[src/shared/urbs_pkg.sv]
// constants and types of the serial receive buffer and status block
//
// Operation
// - ninth bit and error flags stored per entry
// - receive complete reads one while data unread
// - clearing receiver enable flushes the buffer
// - interrupt request held while enabled and unread
// - error flags describe next readable character
// - status writes never change error flags
// - error flags raise no interrupt
// - frame error is inverted first stop bit
// - only first stop bit is checked
// - overrun on full buffer, waiting frame, start
// - overrun clears on successful buffer transfer
// - parity checked only when enabled, odd/even select
// - parity error valid for next readable character
// - parity error reads zero when checking disabled; here an entry received with checking on keeps its pe flag after disabling
// - disabling the receiver stops reception at once
// - sixteen samples per bit, eight double speed
// - realign on each start bit, filter bits
// - start bit vote at samples 8-10 or 4-6
// - each bit decided by two-of-three vote
// - unused upper data bits read zero
// - receiver enable takes over receive pin
package urbs_pkg;
	// register offsets
	localparam logic [1:0] OFS_STATUS = 2'h0;
	localparam logic [1:0] OFS_CONTROL = 2'h1;
	localparam logic [1:0] OFS_FORMAT = 2'h2;
	localparam logic [1:0] OFS_DATA = 2'h3;
	// status bits
	localparam int ST_RXC_BIT = 7;
	localparam int ST_FE_BIT = 4;
	localparam int ST_DOR_BIT = 3;
	localparam int ST_UPE_BIT = 2;
	localparam int ST_U2X_BIT = 1;
	// control bits
	localparam int CT_RX_COMPLETE_IRQ_ENABLE_BIT = 7;
	localparam int CT_RECEIVER_ENABLE_BIT = 4;
	localparam int CT_SIZE2_BIT = 2;
	localparam int CT_RX9_BIT = 1;
	localparam int CT_TX9_BIT = 0;
	// format bits
	localparam int FM_PAR_EN_BIT = 5;
	localparam int FM_PAR_ODD_BIT = 4;
	localparam int FM_STOP_BIT = 3;
	localparam int FM_SIZE_LSB = 1;
	// reset value and nine-bit size code
	localparam logic [1:0] SIZE_LOW_RST = 2'h3;
	localparam logic [2:0] SIZE_NINE = 3'h7;
	// sample indices (sample number minus one)
	localparam logic [3:0] N_VOTE_LAST = 4'h9;
	localparam logic [3:0] N_BIT_LAST = 4'hF;
	localparam logic [3:0] D_VOTE_LAST = 4'h5;
	localparam logic [3:0] D_BIT_LAST = 4'h7;

	typedef struct packed {
		logic [8:0] data;
		logic fe;
		logic overrun_flag;
		logic pe;
	} urbs_entry_type;

	typedef enum logic [1:0] {ST_IDLE, ST_START, ST_BITS, ST_STOP} urbs_state_type;
endpackage

[src/verilog/urbs_receiver.sv]
// serial receiver with two-entry receive buffer and status registers
`timescale 1ns/100ps
`default_nettype none
module urbs_receiver #(
	parameter int FIFO_DEPTH = 2
) (
	// clock and reset
	input wire logic ref_clk,
	input wire logic reset,
	// register port
	input wire logic [1:0] reg_addr,
	input wire logic [7:0] reg_wdata,
	input wire logic reg_wr,
	input wire logic reg_rd,
	output logic [7:0] reg_rdata,
	// serial side
	input wire logic sample_tick,
	input wire logic rxd_pin,
	output logic rxd_override,
	// request
	output logic rx_irq
);
	localparam int PW = (FIFO_DEPTH > 1) ? $clog2(FIFO_DEPTH) : 1;
	localparam int CW = $clog2(FIFO_DEPTH + 1);
	localparam logic [CW-1:0] CNT_FULL = CW'(FIFO_DEPTH);

	// ----------------------------------------------------------------
	// state
	// ----------------------------------------------------------------
	logic rx_meta_r, rx_sync_r, rx_last_r;
	logic rx_complete_irq_enable_r, receiver_enable_r, size2_r, tx9_r, u2x_r;
	logic par_en_r, par_odd_r, stop_sel_r;
	logic [1:0] size_low_r;
	logic [7:0] reg_rdata_r;
	urbs_pkg::urbs_state_type state_r;
	logic [3:0] cnt_r, bitidx_r;
	logic [1:0] vote_r;
	logic [8:0] sh_data_r;
	logic sh_acc_r, sh_pbit_r, sh_fe_r, sh_pe_r;
	logic hold_r, lost_r;
	urbs_pkg::urbs_entry_type mem_r [FIFO_DEPTH];
	logic [PW-1:0] wr_ptr_r, rd_ptr_r;
	logic [CW-1:0] count_r;

	// ----------------------------------------------------------------
	// decode
	// ----------------------------------------------------------------
	wire logic [2:0] size_code = {size2_r, size_low_r};
	wire logic [3:0] nbits = (size_code == urbs_pkg::SIZE_NINE) ? 4'h9 :
		(size_code[2] ? 4'h8 : 4'h5 + {2'h0, size_code[1:0]});
	wire logic [3:0] nlast = nbits - {3'h0, ~par_en_r};
	wire logic [3:0] vote_last = u2x_r ? urbs_pkg::D_VOTE_LAST :
		urbs_pkg::N_VOTE_LAST;
	wire logic [3:0] bit_last = u2x_r ? urbs_pkg::D_BIT_LAST :
		urbs_pkg::N_BIT_LAST;
	wire logic at_vote = sample_tick && (cnt_r == vote_last);
	wire logic at_end = sample_tick && (cnt_r == bit_last);
	wire logic maj = (vote_r[1] & vote_r[0]) | (vote_r[1] & rx_sync_r) |
		(vote_r[0] & rx_sync_r);
	wire logic fall = sample_tick && rx_last_r && !rx_sync_r;
	wire logic start_ok = (state_r == urbs_pkg::ST_START) && at_vote && !maj;
	wire logic frame_done = (state_r == urbs_pkg::ST_STOP) && at_vote;
	wire logic empty = (count_r == '0);
	wire logic sel_status = reg_addr == urbs_pkg::OFS_STATUS;
	wire logic sel_control = reg_addr == urbs_pkg::OFS_CONTROL;
	wire logic sel_format = reg_addr == urbs_pkg::OFS_FORMAT;
	wire logic sel_data = reg_addr == urbs_pkg::OFS_DATA;
	wire logic pop = reg_rd && sel_data && !empty;
	wire logic push = hold_r && receiver_enable_r && ((count_r != CNT_FULL) || pop);
	wire logic overrun = start_ok && hold_r && !push;
	wire logic par_bad = par_en_r && (sh_acc_r ^ sh_pbit_r ^ par_odd_r);
	urbs_pkg::urbs_entry_type head, in_entry;
	assign head = empty ? '0 : mem_r[rd_ptr_r];
	assign in_entry = '{data: sh_data_r, fe: sh_fe_r, overrun_flag: lost_r,
		pe: sh_pe_r};

	// ----------------------------------------------------------------
	// register port
	// ----------------------------------------------------------------
	wire logic [7:0] status_rd = (8'h01 << urbs_pkg::ST_RXC_BIT) & {8{!empty}}
		| (8'h01 << urbs_pkg::ST_FE_BIT) & {8{head.fe}}
		| (8'h01 << urbs_pkg::ST_DOR_BIT) & {8{head.overrun_flag}}
		| (8'h01 << urbs_pkg::ST_UPE_BIT) & {8{head.pe}}
		| (8'h01 << urbs_pkg::ST_U2X_BIT) & {8{u2x_r}};
	wire logic [7:0] control_rd = (8'h01 << urbs_pkg::CT_RX_COMPLETE_IRQ_ENABLE_BIT) & {8{rx_complete_irq_enable_r}}
		| (8'h01 << urbs_pkg::CT_RECEIVER_ENABLE_BIT) & {8{receiver_enable_r}}
		| (8'h01 << urbs_pkg::CT_SIZE2_BIT) & {8{size2_r}}
		| (8'h01 << urbs_pkg::CT_RX9_BIT) & {8{head.data[8]}}
		| (8'h01 << urbs_pkg::CT_TX9_BIT) & {8{tx9_r}};
	wire logic [7:0] format_rd = (8'h01 << urbs_pkg::FM_PAR_EN_BIT) & {8{par_en_r}}
		| (8'h01 << urbs_pkg::FM_PAR_ODD_BIT) & {8{par_odd_r}}
		| (8'h01 << urbs_pkg::FM_STOP_BIT) & {8{stop_sel_r}}
		| {5'h00, size_low_r, 1'b0};
	wire logic [7:0] rdata_nxt = !reg_rd ? 8'h00 :
		sel_status ? status_rd : sel_control ? control_rd :
		sel_format ? format_rd : head.data[7:0];

	always_ff @(posedge ref_clk) begin
		if (reset) begin
			reg_rdata_r <= 8'h00;
		end else begin
			reg_rdata_r <= rdata_nxt;
		end
	end

	// status write only reaches the speed bit; flags live in the fifo
	always_ff @(posedge ref_clk) begin
		if (reset) begin
			u2x_r <= 1'b0;
			rx_complete_irq_enable_r <= 1'b0;
			receiver_enable_r <= 1'b0;
			size2_r <= 1'b0;
			tx9_r <= 1'b0;
			par_en_r <= 1'b0;
			par_odd_r <= 1'b0;
			stop_sel_r <= 1'b0;
			size_low_r <= urbs_pkg::SIZE_LOW_RST;
		end else if (reg_wr) begin
			if (sel_status) begin
				u2x_r <= reg_wdata[urbs_pkg::ST_U2X_BIT];
			end
			if (sel_control) begin
				rx_complete_irq_enable_r <= reg_wdata[urbs_pkg::CT_RX_COMPLETE_IRQ_ENABLE_BIT];
				receiver_enable_r <= reg_wdata[urbs_pkg::CT_RECEIVER_ENABLE_BIT];
				size2_r <= reg_wdata[urbs_pkg::CT_SIZE2_BIT];
				tx9_r <= reg_wdata[urbs_pkg::CT_TX9_BIT];
			end
			if (sel_format) begin
				par_en_r <= reg_wdata[urbs_pkg::FM_PAR_EN_BIT];
				par_odd_r <= reg_wdata[urbs_pkg::FM_PAR_ODD_BIT];
				stop_sel_r <= reg_wdata[urbs_pkg::FM_STOP_BIT];
				size_low_r <= reg_wdata[urbs_pkg::FM_SIZE_LSB +: 2];
			end
		end
	end

	assign reg_rdata = reg_rdata_r;
	assign rxd_override = receiver_enable_r;
	assign rx_irq = rx_complete_irq_enable_r && !empty;

	// ----------------------------------------------------------------
	// pin synchroniser and sampling
	// ----------------------------------------------------------------
	always_ff @(posedge ref_clk) begin
		if (reset) begin
			rx_meta_r <= 1'b1;
			rx_sync_r <= 1'b1;
			rx_last_r <= 1'b1;
			vote_r <= 2'h3;
		end else begin
			rx_meta_r <= rxd_pin;
			rx_sync_r <= rx_meta_r;
			if (sample_tick) begin
				rx_last_r <= rx_sync_r;
				vote_r <= {vote_r[0], rx_sync_r};
			end
		end
	end

	// ----------------------------------------------------------------
	// frame recovery
	// ----------------------------------------------------------------
	// a disabled receiver drops any frame at once, no drain
	always_ff @(posedge ref_clk) begin
		if (reset || !receiver_enable_r) begin
			state_r <= urbs_pkg::ST_IDLE;
			cnt_r <= 4'h0;
			bitidx_r <= 4'h0;
		end else begin
			unique case (state_r)
				urbs_pkg::ST_IDLE: begin
					if (fall) begin
						state_r <= urbs_pkg::ST_START;
						cnt_r <= 4'h1;
					end
				end
				urbs_pkg::ST_START: begin
					if (at_vote && maj) begin
						state_r <= urbs_pkg::ST_IDLE;
						cnt_r <= 4'h0;
					end else if (at_end) begin
						state_r <= urbs_pkg::ST_BITS;
						cnt_r <= 4'h0;
						bitidx_r <= 4'h0;
					end else if (sample_tick) begin
						cnt_r <= cnt_r + 4'h1;
					end
				end
				urbs_pkg::ST_BITS: begin
					if (at_end) begin
						cnt_r <= 4'h0;
						if (bitidx_r == nlast) begin
							state_r <= urbs_pkg::ST_STOP;
						end else begin
							bitidx_r <= bitidx_r + 4'h1;
						end
					end else if (sample_tick) begin
						cnt_r <= cnt_r + 4'h1;
					end
				end
				urbs_pkg::ST_STOP: begin
					// back to idle after the vote: early start allowed
					if (at_vote) begin
						state_r <= urbs_pkg::ST_IDLE;
						cnt_r <= 4'h0;
					end else if (sample_tick) begin
						cnt_r <= cnt_r + 4'h1;
					end
				end
			endcase
		end
	end

	// shift register; the start state already holds the old frame
	always_ff @(posedge ref_clk) begin
		if (reset || !receiver_enable_r) begin
			sh_data_r <= 9'h000;
			sh_acc_r <= 1'b0;
			sh_pbit_r <= 1'b0;
			sh_fe_r <= 1'b0;
			sh_pe_r <= 1'b0;
		end else if (state_r == urbs_pkg::ST_START && at_end) begin
			sh_data_r <= 9'h000;
			sh_acc_r <= 1'b0;
		end else if (state_r == urbs_pkg::ST_BITS && at_vote) begin
			if (bitidx_r < nbits) begin
				sh_data_r[bitidx_r] <= maj;
				sh_acc_r <= sh_acc_r ^ maj;
			end else begin
				sh_pbit_r <= maj;
			end
		end else if (frame_done) begin
			sh_fe_r <= !maj;
			sh_pe_r <= par_bad;
		end
	end

	// hold marks a complete frame waiting for a free entry
	always_ff @(posedge ref_clk) begin
		if (reset || !receiver_enable_r) begin
			hold_r <= 1'b0;
			lost_r <= 1'b0;
		end else begin
			if (frame_done) begin
				hold_r <= 1'b1;
			end else if (push || overrun) begin
				hold_r <= 1'b0;
			end
			if (overrun) begin
				lost_r <= 1'b1;
			end else if (push) begin
				lost_r <= 1'b0;
			end
		end
	end

	// ----------------------------------------------------------------
	// receive buffer
	// ----------------------------------------------------------------
	always_ff @(posedge ref_clk) begin
		if (push) begin
			mem_r[wr_ptr_r] <= in_entry;
		end
	end

	always_ff @(posedge ref_clk) begin
		if (reset || !receiver_enable_r) begin
			wr_ptr_r <= '0;
			rd_ptr_r <= '0;
			count_r <= '0;
		end else begin
			if (push) begin
				wr_ptr_r <= PW'((int'(wr_ptr_r) + 1) % FIFO_DEPTH);
			end
			if (pop) begin
				rd_ptr_r <= PW'((int'(rd_ptr_r) + 1) % FIFO_DEPTH);
			end
			if (push && !pop) begin
				count_r <= count_r + CW'(1);
			end else if (pop && !push) begin
				count_r <= count_r - CW'(1);
			end
		end
	end
endmodule // urbs_receiver
`default_nettype wire

[config.mk]
export PLATFORM = sky130hd
export DESIGN_NAME = urbs_receiver
export DESIGN_NICKNAME = d
export VERILOG_FILES = /design/src/shared/urbs_pkg.sv /design/src/verilog/urbs_receiver.sv
export SDC_FILE = /design/constraint.sdc
export NUM_CORES = 1
export LEC_CHECK = 0
export BUFFER_PORTS_ARGS = -buffer_cell sky130_fd_sc_hd__buf_2
export CAP_MARGIN = 20
export CORE_ASPECT_RATIO = 1.4
export CORE_UTILIZATION = 50
export CTS_CLUSTER_SIZE = 24
export DETAILED_ROUTE_END_ITERATION = 10
export MAX_ROUTING_LAYER = met4
export PLACE_DENSITY = 0.75
export SLEW_MARGIN = 20
export SYNTH_ARGS = -nofsm -noshare
export SYNTH_HDL_FRONTEND = slang
export SYNTH_SLANG_ARGS = --single-unit
[constraint.sdc]
create_clock -name ref_clk -period 2.5 [get_ports ref_clk]
set_input_delay 0.25 -clock ref_clk [delete_from_list [all_inputs] [get_ports ref_clk]]
set_output_delay 0.25 -clock ref_clk [all_outputs]
set_load 0.005 [all_outputs]
==> results.md <==
- Outcome: complete, no violations
- Routed vias/inst: 5.52
- Synthesized area: 3670 sq um
- Largest net degree at the start of global routing: 18
- Slew @ Worst Pin: 589 ps
- Clk buf depth: 2
- Max FO, Critical Path: 4
- Drt first pass iters: 4
- Clk sinks: 76
- Antenna-violating nets left: 0
- Required @ worst endpoint: 2760 ps
- Clock skew: 10.9 ps
- Top-count cell post-synth: dfxtp_1
- H-tree levels: 3
- Total I/O pin count: 26
- Ys flop type: dfxtp_1
- Fin. max-slew vios: 0
- Critical Path AT: 2570 ps
- Row count: 36
- Layout cells sized above 1: 0.194
- PwrDens: 636 nW/um^2
- Static Leakage: 1.54 nW
- Syn_nets: 393
- Kind of critical path: reg -> reg
- RSZ-0062 raised after global routing: false
- Nets: 425
- N_diodes: 0
- Vias: 2714
- I/O Buffers: 24
- Synth cell types: 53
- Initial Util: 0.522
- Number of global-route vias before repair: 2496
- Worst-path clk slew: 80 ps
- Post-synth top cells: dfxtp_1, nand2_1, mux2i_1
- Tmin final: 2310 ps
- Seq/Total Area, Yosys: 0.480
- GRT overflow: 0
- Number of synthesized register bits: 76
- Syn_area_per_cell: 10.2 sq um
- DIE WIDTH: 74.4 um
- Final setup vio count: 0
- Die ar.: 7690 sq um
- Initial antenna violation count: 0
- Post-synth top area share: 0.284
- DP HPWL: 5350 um
- Dpl ws: 36.2 ps
- Hold slack: 94.6 ps
- Ys async rst share: 0
- Critical Path End Type: register
- Post-synth EDFFs: 24
- Cell taking the most area after synthesis: dfxtp_1
- Critical Path Start Type: register
- Clk_lat worst skew: 350 ps
- Final wirelength: 7470 um
- CTS tree: built
- Final hold violation count: 0
- Root Driver: clkbuf_8
- GRT Util Overall: 0.214
- DRC errors left: 0
- Final period util: 0.925
- Area of the core: 7030 sq um
- Fin Setup TNS: 0 ps
- Initial drt markers: 87
- Maximum VDD drop: 270 uV
- Top post-synthesis cells by area: dfxtp_1, edfxtp_1, mux2i_1
- CTS Buf Count: 9
- Area grow syn2layout: 16.1%
- Hold crit path type: in -> reg
- Routability cong.: 0.851
- Peak Freq: 432 MHz
- PnR worst setup slack: 187 ps
- Gate Count Post-Synth: 360
- First-pass GRT wire length: 11700 um
- Slew margin rel.: 0.607
- Synth warnings: 0
- Max-Cap Viols: 0
- Die height: 103 um
- Avg WL per Cell: 15.2 um
## worst paths after layout
check | to | slack [ps] | cells past startpoint | start
setup / recovery | state_r[0] | 190 | 10 | size_low_r[0]
hold / removal | rx_meta_r | 90 | 2 | rxd_pin
setup reg to reg | state_r[0] | 190 | 10 | size_low_r[0]
hold reg to reg | rx_sync_r | 420 | 1 | rx_meta_r
## layout make-up
class	count	area (sq um)
clock buffer	10	149
clock inverter	6	133
fill	590	2770
inverter	13	48.8
multi-input combinational	257	1850
sequential	76	1760
tap	95	119
timing repair buffer	35	203
## sequential cells by signal, summed over array words and instances, names as in the netlist, 2 cells and up, named ones only
| signal | count |
|---|---|
| vote_r | 2 |
| reg_rdata | 8 |
| sh_data_r | 9 |
| mem_r | 24 |
| cnt_r | 4 |
| size_low_r | 2 |
| bitidx_r | 4 |
| count_r | 2 |
## power breakdown
| group | switching, mW | internal [mW] | total (mW) |
|---|---|---|---|
| Sequential | 0.0101 | 1.27 | 1.28 |
| Clock | 0.452 | 0.823 | 1.27 |
| Combinational | 0.0855 | 0.0688 | 0.154 |
| Total | 0.547 | 2.16 | 2.71 |
## layout by cell type (no fill, tap or decap), types with 11 or more instances in the layout
master / synthesis / routed
a21oi_1: 23 / 23
buf_2: 5 / 24
dfxtp_1: 52 / 51
edfxtp_1: 24 / 24
ha_1: 17 / 14
inv_1: 13 / 13
mux2i_1: 29 / 29
nand2_1: 40 / 40
nand3_1: 14 / 14
nor2_1: 20 / 20
o21ai_0: 11 / 11
## logic make-up after synthesis
kind of cell / share of synthesized area
buffers and inverters: 0.0314
AO/OA/AOI/OAI: 0.116
AND/OR/NAND/NOR: 0.199
multiplexers: 0.0821
XOR/XNOR: 0.0310
adder cells (fa/ha/maj): 0.0607
flip-flops: 0.480
## worst max-delay path, stage by stage, from the launching register on
cell,delay [ps]
dfxtp_2,340
buf_4,140
nor2b_1,160
or2_4,260
ha_4,170
ha_4,160
xnor2_2,130
xnor2_1,150
nor3_2,290
a31oi_1,150
o41ai_1,290
## routing by layer
metal	wire (um)	up-vias	GRT usage
met5	0	-	-
met4	253	0	0.106
met3	285	17	0.0533
met2	4010	60	0.376
met1	2920	1283	0.219
li1	-	1354	-
## metrics by stage
step	util	total power [mW]	instance area, sq um	cells
floorplan	-	1.41	3670	360
global placement	0.557	1.44	3910	474
detailed placement	0.557	1.45	3910	474
CTS	0.597	2.72	4190	490
global route	0.606	2.81	4260	492
finish	0.606	2.71	4260	492
## timing repair
item / CTS / global route
hold buffers: 0 / 0
resized for setup: 0 / 10
endpoints found under the setup margin: 0 / 4
endpoints found under the hold margin: 0 / 0
setup buffers: 0 / 1
Note: power is estimated with default switching activity, not from simulation.
